[src/hw/mph_pkg.sv]
package mph_pkg;
   // timing
   localparam int CLK_HZ        = 25_000_000;
   localparam int CLK_NS        = 40;
   localparam int MIN_TRIG_NS   = 50;
   localparam int MIN_TRIG_CYC  = (MIN_TRIG_NS + CLK_NS - 1) / CLK_NS;
   localparam int BST_PULSE_NS  = 200;
   localparam int BST_PULSE_CYC = (BST_PULSE_NS + CLK_NS - 1) / CLK_NS;
   localparam int TOK_PULSE_NS  = 80;
   localparam int TOK_PULSE_CYC = (TOK_PULSE_NS + CLK_NS - 1) / CLK_NS;
   localparam int SS_BASE_MS    = 1;
   localparam int SS_BASE_DEF   = CLK_HZ / 1000 * SS_BASE_MS;
   localparam int ROLE_WAIT     = 3;
   // command codes
   localparam logic [7:0] CODE_SS    = 8'h61;
   localparam logic [7:0] CODE_RAMP  = 8'hD0;
   localparam logic [7:0] CODE_DISCH = 8'hD1;
   localparam logic [7:0] CODE_MODE  = 8'hD2;
   localparam logic [7:0] CODE_VLIM  = 8'hD7;
   localparam logic [7:0] CODE_SHED  = 8'hE5;
   localparam logic [7:0] CODE_RRST  = 8'hEA;
   // register indices
   localparam int NREG     = 7;
   localparam int IX_SS    = 0;
   localparam int IX_RAMP  = 1;
   localparam int IX_DISCH = 2;
   localparam int IX_MODE  = 3;
   localparam int IX_VLIM  = 4;
   localparam int IX_SHED  = 5;
   localparam int IX_RRST  = 6;
   localparam logic [15:0] REG_RST = 16'h0000;
   // fields
   localparam int SS_CODE_LSB  = 0;
   localparam int RAMP_AMP_LSB = 1;
   localparam int DISCH_BIT    = 6;
   localparam int CCM_BIT      = 0;
   localparam int SHED_BIT     = 0;
   localparam int SHED_SRC_BIT = 1;
   localparam int RRST_BIT     = 3;
   // synchronised inputs
   localparam int SY_TOKEN = 0;
   localparam int SY_TRIG  = 1;
   localparam int SY_CROSS = 2;
   localparam int SY_SHED  = 3;
   localparam int SY_EN    = 4;
   localparam int SY_PG    = 5;
   localparam int SY_REF   = 6;
   localparam int SY_BST   = 7;
   localparam int SY_FBLOW = 8;
   localparam int SY_OV    = 9;
   localparam int SY_UV    = 10;
   localparam int SY_OT    = 11;
   localparam int SY_ZC    = 12;
   localparam int SY_N     = 13;
   typedef enum logic [2:0] {
      ST_IDLE    = 3'b000,
      ST_PREBIAS = 3'b001,
      ST_SOFT    = 3'b011,
      ST_RUN     = 3'b010,
      ST_DISCH   = 3'b110
   } mph_state_e;
   typedef logic [15:0] mph_word_t;
endpackage

[src/hw/mph_phase_sequencer.sv]
// Function
// phase with token input high at power-up becomes master, others slaves.
// master accepts reads and writes; slave accepts only writes.
// master emits trigger on ramp crossing; only run-token phase acts.
// firing phase turns high side on and pulses token output together.
// falling edge on token input arms run token, awaiting next trigger.
// high side turns off when the on-pulse width expires.
// consecutive triggers spaced at least the minimum interval.
// slave reports faults on power-good line; master watches that line.
// master alone runs start-up, shutdown, and fires the first pulse; slaves here also shut down and discharge on their own disable.
// only master applies ramp compensation, restarted per trigger or per modulation pulse.
// three-bit field selects ramp amplitude.
// ramp-reset bit 0 resets on modulation pulse, 1 on trigger.
// mode bit 1 gives continuous conduction, 0 gives pulse skip.
// shedding bit 0 enables slaves, 1 disables them.
// with source bit set, slaves follow shedding pin level.
// shedding never disables the master phase.
// soft-start code selects 1, 2, 4, 8 or 16 ms; zero is 1 ms.
// pre-biased start holds both switches off until reference exceeds feedback.
// low bootstrap before that forces low side on about 200 ns.
// disable with discharge latches switches off, discharges until feedback low.
// one control bit enables output discharge.
// valley current limit set by its own command register.
// after firing, phase clears run token until next falling edge.
module mph_phase_sequencer #(
   parameter int SS_BASE_CYC = mph_pkg::SS_BASE_DEF
) (
   // clock and reset
   input  logic              clock,
   input  logic              rst,
   // token ring and trigger line
   input  logic              token_in,
   output logic              token_out,
   input  logic              trigger_in,
   output logic              trigger_out,
   // shared power-good alert line
   input  logic              pg_in,
   output logic              pg_out,
   output logic              pg_oe,
   // comparator and sense inputs
   input  logic              ramp_cross,
   input  logic              ref_above_fb,
   input  logic              bst_low,
   input  logic              fb_below_tenth,
   input  logic              zero_cross,
   input  logic              ov_fault,
   input  logic              uv_fault,
   input  logic              ot_fault,
   input  logic [7:0]        on_width,
   // enables
   input  logic              enable_pin,
   input  logic              op_on,
   input  logic              shedding_pin,
   // command port
   input  logic              cmd_valid,
   input  logic              cmd_write,
   input  logic [7:0]        cmd_code,
   input  mph_pkg::mph_word_t cmd_wdata,
   output logic              rsp_valid,
   output mph_pkg::mph_word_t rsp_data,
   output logic              rsp_nack,
   // power stage and loop controls
   output logic              high_side_switch,
   output logic              low_side_switch,
   output logic              discharge_switch,
   output logic              is_master,
   output logic              slave_fault,
   output logic              ramp_reset,
   output logic              ramp_active,
   output logic [2:0]        ramp_amp,
   output logic              ccm_mode,
   output mph_pkg::mph_word_t valley_limit
);
   import mph_pkg::*;

   function automatic logic [3:0] reg_idx(input logic [7:0] code);
      unique case (code)
         CODE_SS:    reg_idx = {1'b1, 3'(IX_SS)};
         CODE_RAMP:  reg_idx = {1'b1, 3'(IX_RAMP)};
         CODE_DISCH: reg_idx = {1'b1, 3'(IX_DISCH)};
         CODE_MODE:  reg_idx = {1'b1, 3'(IX_MODE)};
         CODE_VLIM:  reg_idx = {1'b1, 3'(IX_VLIM)};
         CODE_SHED:  reg_idx = {1'b1, 3'(IX_SHED)};
         CODE_RRST:  reg_idx = {1'b1, 3'(IX_RRST)};
         default:    reg_idx = 4'h0;
      endcase
   endfunction

   function automatic logic [19:0] ss_len(input logic [2:0] code);
      logic [19:0] base;
      base = 20'(SS_BASE_CYC);
      unique case (code)
         3'h0, 3'h1: ss_len = base;
         3'h2:       ss_len = base << 1;
         3'h3:       ss_len = base << 2;
         3'h4:       ss_len = base << 3;
         default:    ss_len = base << 4;
      endcase
   endfunction

   // input synchronisers
   logic [SY_N-1:0] raw;
   logic [SY_N-1:0] s1_q;
   logic [SY_N-1:0] s2_q;
   logic [SY_N-1:0] s3_q;
   assign raw[SY_TOKEN] = token_in;
   assign raw[SY_TRIG]  = trigger_in;
   assign raw[SY_CROSS] = ramp_cross;
   assign raw[SY_SHED]  = shedding_pin;
   assign raw[SY_EN]    = enable_pin;
   assign raw[SY_PG]    = pg_in;
   assign raw[SY_REF]   = ref_above_fb;
   assign raw[SY_BST]   = bst_low;
   assign raw[SY_FBLOW] = fb_below_tenth;
   assign raw[SY_OV]    = ov_fault;
   assign raw[SY_UV]    = uv_fault;
   assign raw[SY_OT]    = ot_fault;
   assign raw[SY_ZC]    = zero_cross;

   for (genvar i = 0; i < SY_N; i++) begin : g_sync
      always_ff @(posedge clock) begin
         if (rst) begin
            s1_q[i] <= 1'b0;
            s2_q[i] <= 1'b0;
            s3_q[i] <= 1'b0;
         end else begin
            s1_q[i] <= raw[i];
            s2_q[i] <= s1_q[i];
            s3_q[i] <= s2_q[i];
         end
      end
   end

   // role detection
   logic [1:0] role_cnt_q, role_cnt_d;
   logic       role_done_q, role_done_d;
   logic       master_q, master_d;
   always_comb begin
      role_cnt_d  = role_cnt_q;
      role_done_d = role_done_q;
      master_d    = master_q;
      if (!role_done_q) begin
         if (role_cnt_q == 2'(ROLE_WAIT)) begin
            role_done_d = 1'b1;
            master_d    = s2_q[SY_TOKEN];
         end else begin
            role_cnt_d = role_cnt_q + 2'h1;
         end
      end
   end
   always_ff @(posedge clock) begin
      if (rst) begin
         role_cnt_q  <= 2'h0;
         role_done_q <= 1'b0;
         master_q    <= 1'b0;
      end else begin
         role_cnt_q  <= role_cnt_d;
         role_done_q <= role_done_d;
         master_q    <= master_d;
      end
   end

   // command registers
   mph_word_t regs_q [NREG];
   mph_word_t regs_d [NREG];
   logic      rsp_valid_q, rsp_valid_d;
   logic      rsp_nack_q, rsp_nack_d;
   mph_word_t rsp_data_q, rsp_data_d;
   logic [3:0] dec;
   always_comb begin
      dec         = reg_idx(cmd_code);
      regs_d      = regs_q;
      rsp_valid_d = cmd_valid;
      rsp_nack_d  = 1'b0;
      rsp_data_d  = 16'h0000;
      if (cmd_valid) begin
         if (!dec[3]) begin
            rsp_nack_d = 1'b1;
         end else if (cmd_write) begin
            regs_d[dec[2:0]] = cmd_wdata;
         end else if (!master_q) begin
            rsp_nack_d = 1'b1;
         end else begin
            rsp_data_d = regs_q[dec[2:0]];
         end
      end
   end
   always_ff @(posedge clock) begin
      if (rst) begin
         for (int k = 0; k < NREG; k++) begin
            regs_q[k] <= REG_RST;
         end
         rsp_valid_q <= 1'b0;
         rsp_nack_q  <= 1'b0;
         rsp_data_q  <= 16'h0000;
      end else begin
         regs_q      <= regs_d;
         rsp_valid_q <= rsp_valid_d;
         rsp_nack_q  <= rsp_nack_d;
         rsp_data_q  <= rsp_data_d;
      end
   end

   logic ccm_sel, shed_bit, shed_src, disch_en, rrst_sel;
   assign ccm_sel  = regs_q[IX_MODE][CCM_BIT];
   assign shed_bit = regs_q[IX_SHED][SHED_BIT];
   assign shed_src = regs_q[IX_SHED][SHED_SRC_BIT];
   assign disch_en = regs_q[IX_DISCH][DISCH_BIT];
   assign rrst_sel = regs_q[IX_RRST][RRST_BIT];

   // phase shedding
   logic phase_on;
   assign phase_on = master_q |
      !(shed_src ? !s2_q[SY_SHED] : shed_bit);

   // sequencing state machine
   mph_state_e st_q, st_d;
   logic [19:0] ss_cnt_q, ss_cnt_d;
   logic [2:0]  bst_cnt_q, bst_cnt_d;
   logic        go, active, first;
   assign go     = s2_q[SY_EN] & op_on;
   assign active = (st_q == ST_SOFT) | (st_q == ST_RUN);
   always_comb begin
      st_d      = st_q;
      ss_cnt_d  = ss_cnt_q;
      bst_cnt_d = (bst_cnt_q != 3'h0) ? bst_cnt_q - 3'h1 : 3'h0;
      first     = 1'b0;
      unique case (st_q)
         ST_IDLE: begin
            if (go && role_done_q) begin
               st_d = master_q ? ST_PREBIAS : ST_RUN;
            end
         end
         ST_PREBIAS: begin
            if (!go) begin
               st_d = ST_IDLE;
            end else if (s2_q[SY_REF]) begin
               st_d     = ST_SOFT;
               ss_cnt_d = 20'h00000;
               first    = 1'b1;
            end else if (s2_q[SY_BST] && bst_cnt_q == 3'h0) begin
               bst_cnt_d = 3'(BST_PULSE_CYC);
            end
         end
         ST_SOFT: begin
            if (!go) begin
               st_d = disch_en ? ST_DISCH : ST_IDLE;
            end else if (ss_cnt_q >= ss_len(regs_q[IX_SS][SS_CODE_LSB +: 3]) - 20'h1) begin
               st_d = ST_RUN;
            end else begin
               ss_cnt_d = ss_cnt_q + 20'h1;
            end
         end
         ST_RUN: begin
            if (!go) begin
               st_d = disch_en ? ST_DISCH : ST_IDLE;
            end
         end
         ST_DISCH: begin
            if (s2_q[SY_FBLOW]) begin
               st_d = ST_IDLE;
            end
         end
         default: st_d = ST_IDLE;
      endcase
   end
   always_ff @(posedge clock) begin
      if (rst) begin
         st_q      <= ST_IDLE;
         ss_cnt_q  <= 20'h00000;
         bst_cnt_q <= 3'h0;
      end else begin
         st_q      <= st_d;
         ss_cnt_q  <= ss_cnt_d;
         bst_cnt_q <= bst_cnt_d;
      end
   end

   // trigger generation and token ring
   logic [1:0] gap_q, gap_d;
   logic       pend_q, pend_d;
   logic       run_q, run_d;
   logic [7:0] on_cnt_q, on_cnt_d;
   logic [1:0] tok_cnt_q, tok_cnt_d;
   logic       trig_q, trig_d;
   logic       gen, trig_evt, tok_fall, fire, cross_rise;
   assign cross_rise = s2_q[SY_CROSS] & !s3_q[SY_CROSS];
   assign tok_fall   = !s2_q[SY_TOKEN] & s3_q[SY_TOKEN];
   always_comb begin
      gen = master_q & active & (cross_rise | pend_q) &
            (gap_q >= 2'(MIN_TRIG_CYC));
      trig_d   = gen;
      trig_evt = master_q ? gen : (s2_q[SY_TRIG] & !s3_q[SY_TRIG]);
      pend_d   = master_q & active & !gen & (pend_q | cross_rise);
      gap_d    = gen ? 2'h1 : (gap_q >= 2'(MIN_TRIG_CYC)) ? gap_q : gap_q + 2'h1;
      fire     = trig_evt & run_q & active & phase_on;
      if (tok_fall || first) begin
         run_d = 1'b1;
      end else if (fire || !active) begin
         run_d = 1'b0;
      end else begin
         run_d = run_q;
      end
      if (fire) begin
         on_cnt_d  = (on_width == 8'h00) ? 8'h01 : on_width;
         tok_cnt_d = 2'(TOK_PULSE_CYC);
      end else begin
         on_cnt_d  = (on_cnt_q != 8'h00) ? on_cnt_q - 8'h01 : 8'h00;
         tok_cnt_d = (tok_cnt_q != 2'h0) ? tok_cnt_q - 2'h1 : 2'h0;
      end
      if (!active) begin
         on_cnt_d = 8'h00;
      end
   end
   always_ff @(posedge clock) begin
      if (rst) begin
         gap_q     <= 2'(MIN_TRIG_CYC);
         pend_q    <= 1'b0;
         run_q     <= 1'b0;
         on_cnt_q  <= 8'h00;
         tok_cnt_q <= 2'h0;
         trig_q    <= 1'b0;
      end else begin
         gap_q     <= gap_d;
         pend_q    <= pend_d;
         run_q     <= run_d;
         on_cnt_q  <= on_cnt_d;
         tok_cnt_q <= tok_cnt_d;
         trig_q    <= trig_d;
      end
   end

   // switch, ramp and alert outputs
   logic hs_q, hs_d, ls_q, ls_d, dis_q, dis_d, tok_q, tok_d;
   logic rr_q, rr_d, ra_q, ra_d, pg_oe_q, pg_oe_d, sf_q, sf_d;
   always_comb begin
      dis_d   = st_d == ST_DISCH;
      hs_d    = (on_cnt_d != 8'h00) & !dis_d;
      tok_d   = tok_cnt_d != 2'h0;
      ls_d    = ((bst_cnt_d != 3'h0) |
                (active & phase_on & !hs_d & (ccm_sel | !s2_q[SY_ZC]))) & !dis_d;
      rr_d    = master_q & (rrst_sel ? trig_evt : (hs_d & !hs_q));
      ra_d    = master_q & active;
      pg_oe_d = !master_q & (s2_q[SY_OV] | s2_q[SY_UV] | s2_q[SY_OT]);
      sf_d    = master_q & !s2_q[SY_PG];
   end
   always_ff @(posedge clock) begin
      if (rst) begin
         hs_q    <= 1'b0;
         ls_q    <= 1'b0;
         dis_q   <= 1'b0;
         tok_q   <= 1'b0;
         rr_q    <= 1'b0;
         ra_q    <= 1'b0;
         pg_oe_q <= 1'b0;
         sf_q    <= 1'b0;
      end else begin
         hs_q    <= hs_d;
         ls_q    <= ls_d;
         dis_q   <= dis_d;
         tok_q   <= tok_d;
         rr_q    <= rr_d;
         ra_q    <= ra_d;
         pg_oe_q <= pg_oe_d;
         sf_q    <= sf_d;
      end
   end

   assign token_out        = tok_q;
   assign trigger_out      = trig_q;
   assign pg_out           = 1'b0;
   assign pg_oe            = pg_oe_q;
   assign rsp_valid        = rsp_valid_q;
   assign rsp_data         = rsp_data_q;
   assign rsp_nack         = rsp_nack_q;
   assign high_side_switch = hs_q;
   assign low_side_switch  = ls_q;
   assign discharge_switch = dis_q;
   assign is_master        = master_q;
   assign slave_fault      = sf_q;
   assign ramp_reset       = rr_q;
   assign ramp_active      = ra_q;
   assign ramp_amp         = regs_q[IX_RAMP][RAMP_AMP_LSB +: 3];
   assign ccm_mode         = ccm_sel;
   assign valley_limit     = regs_q[IX_VLIM];
endmodule

[config.mk]
export PLATFORM = sky130hd
export DESIGN_NAME = mph_phase_sequencer
export DESIGN_NICKNAME = d
export VERILOG_FILES = /design/src/hw/mph_pkg.sv /design/src/hw/mph_phase_sequencer.sv
export SDC_FILE = /design/constraint.sdc
export NUM_CORES = 1
export LEC_CHECK = 0
export ABC_CLOCK_PERIOD_IN_PS = 2900
export BUFFER_PORTS_ARGS = -buffer_cell sky130_fd_sc_hd__buf_2
export CAP_MARGIN = 20
export CELL_PAD_IN_SITES_DETAIL_PLACEMENT = 0
export CELL_PAD_IN_SITES_GLOBAL_PLACEMENT = 1
export CORE_MARGIN = 2
export CORE_UTILIZATION = 40
export CTS_CLUSTER_DIAMETER = 200
export CTS_CLUSTER_SIZE = 8
export DETAILED_ROUTE_END_ITERATION = 12
export PLACE_DENSITY = 0.72
export SYNTH_ARGS = -nofsm -noshare
export SYNTH_HDL_FRONTEND = slang
export SYNTH_SLANG_ARGS = --single-unit
[constraint.sdc]
create_clock -name clock -period 2.9 [get_ports clock]
set_clock_uncertainty 0.05 [all_clocks]
set_input_delay 0.58 -clock clock [delete_from_list [all_inputs] [get_ports clock]]
set_output_delay 0.58 -clock clock [all_outputs]
set_load 0.02 [all_outputs]
Yosys cells after proc, flatten, opt, wreduce, memory -nomap -nowiden
Index checks and enable logic that the tools add are counted.
{ "op_classes": {"n_mul": 0, "n_lt_le_gt_ge": 4, "n_reduce_logical": 37, "n_eq_ne": 22, "shift": 0, "addsub": 7, "bitwise_logic": 34, "div_mod_pow": 0, "muxes": 51} }
{ "ops": {"columns": ["operator", "n"], "rows": [
  ["$mux W20", 6],
  ["$bwmux W112", 1],
  ["$pmux W19 S4", 1],
  ["$bmux W16 S3", 1],
  ["$demux W16 S3", 1],
  ["$eq A8 B8 Y1 const B", 6],
  ["$mux W16", 3],
  ["$pmux W20 S2", 1],
  ["$mux W3", 13],
  ["$mux W8", 4],
  ["$pmux W4 S7", 1],
  ["$and A1 B1 Y1", 21],
  ["$add A20 B1 Y20 const B", 1],
  ["$ge A20 B20 Y1", 1],
  ["$sub A20 B1 Y20 const B", 1],
  ["$reduce_bool A8 Y1", 2],
  ["$pmux W3 S5", 1],
  ["$logic_not A1 Y1", 13],
  ["$mux W1", 13],
  ["$eq A3 B2 Y1 const B", 4],
  ["$mux W2", 5],
  ["$ne A2 B2 Y1 const B", 5],
  ["$eq A3 B3 Y1 const B", 3],
  ["$logic_not A3 Y1", 3],
  ["23 further kinds", 44]
]} }
{ "totals": {"mem_bits_rw": 0, "n_memories": 0, "wordCells": 214, "reg_bits": 212, "mem_bits_ro": 0, "latchBits": 0, "out_inout_bits": 49, "inputBits": 50} }

Depth between registers and ports, before layout
Gate-level depths: netlist of run 1.
{ "depth": {"ltp_word": 18, "depth_mapped": 14, "ltp_nobuf": 13} }

Least setup slack after synthesis of run 1
Ideal clock, no wire load.
{ "synth_path": {"kind": "flip-flop to flip-flop", "start": "register regs_q[97] (netlist bit)", "end": "register ss_cnt_q[5]", "t_arrival_ns": 2.644, "path_buffers": 1, "required_time_ns": 2.780, "synth_period_minus_slack_ns": 2.764, "path_stages_with_launch": 13, "slack_ns": 0.136, "setup_ns": 0.070, "cell_sequence": "dfxtp_1 -> clkbuf_1 -> nand2_1 -> nand2_1 -> nand2_1 -> ha_1 -> and4_1 -> nor2b_1 -> a221oi_1 -> o2111a_1 -> o21ai_1 -> or4_1 -> a21oi_1"} }
{ "synth_between": {"elab_chain_cells": 9, "elab_cells_between_ends": 13, "classes_between": "add/sub: 1; order compare: 1; eq/ne: 5; mux: 3; reduce/logical: 3"} }
{ "synth_lines": {"columns": ["item", "line", "text"], "rows": [
  ["start, declared", "mph_phase_sequencer.sv:164", "mph_word_t regs_q [NREG];"],
  ["start signal, assigned", "mph_phase_sequencer.sv:197", "regs_q <= regs_d;"],
  ["$eq A3 B1 Y1 or $logic_not A3 Y1 (tied branches)", "mph_phase_sequencer.sv:92", "unique case (code)"],
  ["$reduce_or A2 Y1", "mph_phase_sequencer.sv:92", null],
  ["$pmux W19 S4 (*)", "mph_phase_sequencer.sv:92", null],
  ["$mux W20 (*)", "mph_phase_sequencer.sv:246", "if (!go) begin"],
  ["$mux W20 (*)", "mph_phase_sequencer.sv:228", "unique case (st_q)"],
  ["$sub A20 B1 Y20 (*)", "mph_phase_sequencer.sv:248", "end else if (ss_cnt_q >= ss_len(regs_q[IX_SS][SS_CODE_LSB +: 3]) - 20'h1) begin"],
  ["$ge A20 B20 Y1 (*)", "mph_phase_sequencer.sv:248", null],
  ["$ne A2 B2 Y1 (no source line) (*)", null, null],
  ["$reduce_and A5 Y1 (no source line) (*)", null, null],
  ["end signal, assigned", "mph_phase_sequencer.sv:274", "ss_cnt_q <= ss_cnt_d;"],
  ["end, declared", "mph_phase_sequencer.sv:218", "logic [19:0] ss_cnt_q, ss_cnt_d;"]
]} }
Every way passes the cells marked *; elsewhere a longest branch is shown, timed or not. The select of a mux whose other input is x is not followed.
A chain may end at the register's enable or synchronous reset.

Final worst setup path of run 1
{ "layout_path": {"start": "register regs_q[97] (netlist bit)", "end": "register ss_cnt_q[14]"} }
The elaborated chain is that of the path after synthesis.

==> out/qor.yml, run 1 <==
core_area_um2: 22500
comb_power_share: 0.038
status: "complete, no violations"
yosys_warnings: 0
port-buffer-count: 97
detail_route.first_pass.iterations: 7
crit_end: "ss_cnt_q[14]$_SDFFE_PP0P_"
path_cells: "or2_2, ha_1, ha_1, a21oi_1, o21ai_1, a21oi_2, o31a_1, o2111ai_4, buf_6, or4_4, a21oi_2"
initial_core_util: 0.406
cp_max_fo: 7
setup_viol: 0
clkTransAtPathRegs_ps: 50
synthToLayoutAreaGrowth_pct: 20.0
die_area_um2: 24100
syn_area_um2: 9140
placed_area_um2: 10000
pin_count: 99
tns_ps: 0
overflow: 0
powerDensity_nw_per_um2: 576
r2r-end: "ss_cnt_q[14]$_SDFFE_PP0P_"
power_frac_clock: 0.491
vias: 7584
vias_per_cell: 5.38
cap_violations: 0
hold_class: "input port to flop"
worst_pin_slew_ps: 770
syn_avg_cell_area_um2: 8.96
grt_pass1_wl_um: 39300
totalWireLength_um: 24500
place.gp.congestion: 0.817
reg2reg_depth: 11
path_depth: 11
cp_num_buf_inv: 1
worstSetupStartpoint: "regs_q[97]$_SDFFE_PP0P_"
cts_tree: "yes"
wl_per_cell_um: 17.4
yosysSeqAreaShare: 0.465
intPower_uw: 4980
die_x_um: 155
leakage_uw: 0.00445
whs_ps: 214
synth_nets: 1093
nets: 1196
period_minus_slack_ps: 2780
drtIter0Drc: 580
slowest_stage: "or4_4"
fin_crit_sh: 0.960
num_rows: 55
cts-htree-levels: 1
synthArstFlopShare: 0
ant_nets: 0
p_seq_frac: 0.471
maxSlewHeadroom: 0.485
post-dp-hpwl_um: 16400
drive_gt1_frac: 0.200
switching_share: 0.212
crit_required_ps: 3320
arrival_ps: 3210
hold_violations: 0
cts_root_buf: "clkbuf_16"
nFillCells: 2150
timing.rr.start: "regs_q[97]$_SDFFE_PP0P_"
final_area_um2: 11000
endpoint_kind: "flop"
antenna_found_initial: 1
p_switching_uw: 1340
fmax_mhz: 359
crit_type: "flop to flop"
syn_inst: 1020
cpPeakStageDelay_ps: 410
grt_pass1_vias: 7240
clock_latency_ps: 540
cts_max_path_buffers: 3
clock-sinks: 212
ir_worst_vdd_uv: 490
final_util: 0.487
drc_errors: 0
grt_util_all_layers: 0.203
path_delay_family: "compound AO/OA/AOI/OAI gates"
grt_max_degree: 125
synth_cell_types: 71
synth_seq_cells: 212
synth_edf_count: 0
reg2reg_slack_ps: 120
cts_buffers: 30
slew_violations: 0
synth_ff_type: "dfxtp_1"
cp-start-kind: "flop"
die_y_um: 155
worst min path at each step:
stage / startpoint / end / depth (start not counted)
after floorplan: s2_q[5]$_SDFF_PP0_ / slave_fault$_SDFF_PP0_ / 1
after global placement: s2_q[5]$_SDFF_PP0_ / slave_fault$_SDFF_PP0_ / 1
after detailed placement: s2_q[5]$_SDFF_PP0_ / slave_fault$_SDFF_PP0_ / 1
after CTS: trigger_in / s1_q[1]$_SDFF_PP0_ / 2
after global routing: token_in / s1_q[0]$_SDFF_PP0_ / 2
final: trigger_in / s1_q[1]$_SDFF_PP0_ / 2
worst register-to-register path, stage by stage, from the launching register on:
cell	delay [ps]
dfxtp_4	360
or2_2	300
ha_1	300
ha_1	180
a21oi_1	130
o21ai_1	90
a21oi_2	140
o31a_1	300
o2111ai_4	170
buf_6	170
or4_4	410
a21oi_2	110
flip-flops by register name (all words and copies together), names as in the netlist, 8 cells and up:
| register | flops |
|---|---|
| s2_q | 13 |
| ss_cnt_q | 20 |
| s1_q | 13 |
| on_cnt_q | 8 |
| regs_q | 91 |
| rsp_data | 16 |
| valley_limit | 16 |
routing by layer:
metal	global-route usage	vias up	share of wire	wire length (um)
li1	-	3778	-	-
met1	0.287	3563	0.48	11700
met2	0.324	208	0.45	10900
met3	0.0368	35	0.059	1460
met4	0.0489	0	0.019	458
met5	0	-	0	0
cells in the final DEF, fill, tap and decap left out, types with 5 or more instances in the layout:
master	instances
a31oi_1	8
o21ai_0	21
nand2b_1	5
a21oi_1	93
a21o_1	5
buf_4	43
xnor2_1	8
or3_1	14
ha_1	22
nand3_1	10
nor2b_1	33
or4_1	5
a222oi_1	32
mux2i_1	55
nor3_1	10
dfxtp_1	210
nand4_1	8
a211oi_1	32
buf_2	96
buf_12	8
and2_1	8
clkbuf_16	31
nand2_1	152
inv_1	34
nor2_1	89
logic make-up (layout without fill, tap and decap cells):
kind of cell               Yosys count  after routing  synth area share
AOI/OAI and AO/OA                  223            223             0.165
xor gates and xnor gates            10             10           0.00959
adders and majority gates           23             23            0.0315
buffers and inverters              116            219            0.0615
DFF                                212            212             0.465
muxes                               58             58            0.0640
other                                2              3          0.000822
and+or+nand+nor                    376            376             0.203
final cells by class:
type / count / area [um2] / area share
Multi-Input combinational cell: 692 / 4420 / 0.403
Sequential cell: 212 / 4250 / 0.387
Timing Repair Buffer: 150 / 997 / 0.0909
Clock buffer: 31 / 776 / 0.0707
Tap cell: 285 / 357 / 0.0325
Inverter: 37 / 139 / 0.0127
Clock inverter: 1 / 30.0 / 0.00274
Antenna cell: 1 / 2.50 / 0.000228
power groups by stage:
stage / registers (uW) / logic, uW / clock network (uW)
finish: 2970 / 243 / 3100
global route: 2970 / 270 / 3290
CTS: 2970 / 245 / 3180
detailed placement: 3030 / 242 / 0
global placement: 3030 / 243 / 0
floorplan: 3030 / 128 / 0
Yosys cell counts, types with 3 or more instances:
master,n,area share
or2_2,3,0.0021
nor2b_1,33,0.023
o21ai_0,23,0.013
nor4_4,3,0.0070
clkbuf_1,37,0.015
xnor2_1,8,0.0077
inv_1,36,0.015
nor2_2,3,0.0021
nor4_1,4,0.0027
a31oi_1,8,0.0055
mux2i_1,55,0.060
a211oi_1,32,0.026
nand3_1,10,0.0055
buf_4,26,0.021
a21oi_1,96,0.053
o31ai_1,4,0.0033
nor2_1,89,0.037
mux2_2,3,0.0037
nand2_1,153,0.063
or4_1,6,0.0049
nor3_1,11,0.0060
and2_1,8,0.0055
and4_1,4,0.0038
a222oi_1,32,0.035
buf_2,11,0.0060
and3_1,3,0.0021
a21o_1,5,0.0041
dfxtp_1,212,0.46
ha_1,23,0.031
nand2b_1,5,0.0034
buf_1,3,0.0012
or3_1,14,0.0096
nand4_1,8,0.0055
metrics by stage:
stage	setup WS, ps	total power, uW	std cells
final	117	6320	1409
after global routing	-17.1	6540	1409
after CTS	26.3	6400	1403
after detailed placement	14.9	3270	1371
after global placement	55.6	3270	1371
after floorplan	136	3160	1020
what timing repair did:
item                       in CTS  in global routing
buffers inserted                0                  4
gates cloned                    0                  1
resized for setup               1                 21
setup endpoints to repair       1                 18
pin swaps                       0                  5
hold buffers                    0                  0
No activity file was read; power rests on OpenSTA's default activity.
==> inputs of run 2 (changes only) <==
--- a/config.mk
+++ b/config.mk
@@ -11,11 +11,12 @@
 export CELL_PAD_IN_SITES_DETAIL_PLACEMENT = 0
 export CELL_PAD_IN_SITES_GLOBAL_PLACEMENT = 1
 export CORE_MARGIN = 2
-export CORE_UTILIZATION = 40
+export CORE_UTILIZATION = 35
 export CTS_CLUSTER_DIAMETER = 200
 export CTS_CLUSTER_SIZE = 8
 export DETAILED_ROUTE_END_ITERATION = 12
-export PLACE_DENSITY = 0.72
+export PLACE_DENSITY = 0.64
+export SLEW_MARGIN = 20
 export SYNTH_ARGS = -nofsm -noshare
 export SYNTH_HDL_FRONTEND = slang
 export SYNTH_SLANG_ARGS = --single-unit
==> run 2 against run 1 <==
Utilization down 5.5 points. Power down 0.43%. Die area up 14%. Clock power about the same. Design area up 1.9%. Global-route usage down 2.0 points. Critical path type unchanged. Sequential power about the same. Sequential share of layout area down 0.70 points. Largest cell class unchanged. Combinational power up 2%. Flip-flop and latch count unchanged. Highest routed layer unchanged. Largest power group unchanged.
==> out/qor.yml, run 2 (synthesized netlist as in run 1, its figures left out) <==
status: "complete, no violations"
clock-sinks: 212
core_area_um2: 25800
grt_max_degree: 129
vias: 7641
cts_buffers: 30
cp_num_buf_inv: 3
fin_ws_ps: 107
fmax_mhz: 358
regMostFlops: "regs_q"
hold_class: "input port to flop"
antenna-diode-count: 0
cp_max_fo: 8
place_inst: 1429
die_y_um: 166
cts_max_path_buffers: 3
postCtsHoldBufs: 0
cpMostUsedCell: "buf_6"
placed_area_um2: 10200
initial_core_util: 0.354
grt_pass1_wl_um: 39600
layout_commonest_cell: "dfxtp_1"
ant_nets: 0
pin_count: 99
tns_ps: 0
detail_route.first_pass.iterations: 7
arrival_ps: 3230
num_rows: 59
clkTransAtPathRegs_ps: 50
port-buffer-count: 97
cts_root_buf: "clkbuf_16"
largest_reg_flops: 91
synthToLayoutAreaGrowth_pct: 22.3
die_x_um: 166
die_area_um2: 27400
cp-start-kind: "flop"
slew_violations: 0
period_minus_slack_ps: 2790
endpoint_kind: "flop"
final_cell_mix: "dfxtp_1, nand2_1, buf_2"
antenna_found_initial: 0
final_area_um2: 11200
stdcell_count: 1468
drive_gt1_frac: 0.212
totalWireLength_um: 25400
overflow: 0
maxSlewHeadroom: 0.456
hold_violations: 0
leakage_uw: 0.00450
pre_cts_ws_ps: 13.4
crit_required_ps: 3340
path_cells: "or2_4, inv_2, nor2_1, ha_1, and4_1, nor2b_1, a221oi_2, o2111a_2, buf_6, o21ai_4, buf_6, or4_1, nand2_1"
grt_util_all_layers: 0.184
drtIter0Drc: 636
cpPeakStageDelay_ps: 460
reg.largest.list: "regs_q x91, ss_cnt_q x20"
vias_per_cell: 5.21
fin_crit_sh: 0.963
post-dp-hpwl_um: 17000
rsz0062_at_grt: "yes"
clock_latency_ps: 540
cts-htree-levels: 1
slowest_stage: "or4_1"
drc_errors: 0
setup_viol: 0
crit_type: "flop to flop"
cts_tree: "yes"
nets: 1206
worst_pin_slew_ps: 813
cap_violations: 0
place.gp.congestion: 0.781
wl_per_cell_um: 17.3
path_delay_family: "simple AND/OR/NAND/NOR gates"
ir_worst_vdd_uv: 422
whs_ps: 196
grt_pass1_vias: 7155
powerDensity_nw_per_um2: 563
## run 2: cell types whose count changed in the layout (fill, tap and decap cells not counted), moves of 2 or more
cell     previous run  this run
a21oi_2             2         5
buf_4              43        47
a21oi_1            93        90
buf_6               2         6
buf_12              8        10
## run 2: per-layer routing
layer	up-vias	GRT usage	wire length, um
li1	3806	-	-
met2	187	0.287	11300
met4	0	0.0408	440
met1	3615	0.263	12200
met3	33	0.0345	1510
met5	-	0	0
## run 2: path summary, 6_finish.rpt
kind                                               from                         to  slack [ps]  cells past startpoint
worst max-delay path            regs_q[97]$_SDFFE_PP0P_  ss_cnt_q[10]$_SDFFE_PP0P_         110                     13
worst min-delay path                       shedding_pin         s1_q[3]$_SDFF_PP0_         200                      2
worst max register to register  regs_q[97]$_SDFFE_PP0P_  ss_cnt_q[10]$_SDFFE_PP0P_         110                     13
worst min register to register       s2_q[5]$_SDFF_PP0_     slave_fault$_SDFF_PP0_         330                      1
## run 2: what timing repair did
item	CTS	global route
gates resized for setup	0	35
buffers inserted	0	6
pin swaps	0	15
gates cloned	0	1
setup endpoints to repair	1	20
## run 2: through the flow
step	util	power (uW)
floorplan	-	3160
global placement	0.394	3280
detailed placement	0.394	3280
CTS	0.425	6380
global route	0.432	6520
finish	0.432	6290
## run 2: layout make-up
| cell class | count | area [um2] |
|---|---|---|
| fill | 2602 | 14700 |
| multi-input combinational | 692 | 4460 |
| timing repair buffer | 160 | 1110 |
| clock inverter | 2 | 46.3 |
| inverter | 37 | 139 |
| tap | 335 | 419 |
| sequential | 212 | 4250 |
| clock buffer | 30 | 751 |
## run 2: where the power goes
group | leakage, uW | internal [uW] | switching, uW
registers | 0.00172 | 2950 | 16.4
clock network | 0.000391 | 1890 | 1180
logic | 0.00240 | 86.1 | 160
total | 0.00450 | 4930 | 1360
## run 2: worst register-to-register path, stage by stage (launching register included)
cell	delay [ps]
dfxtp_4	360
or2_4	270
inv_2	60
nor2_1	40
ha_1	260
and4_1	160
nor2b_1	130
a221oi_2	220
o2111a_2	310
buf_6	130
o21ai_4	70
buf_6	150
or4_1	460
nand2_1	70
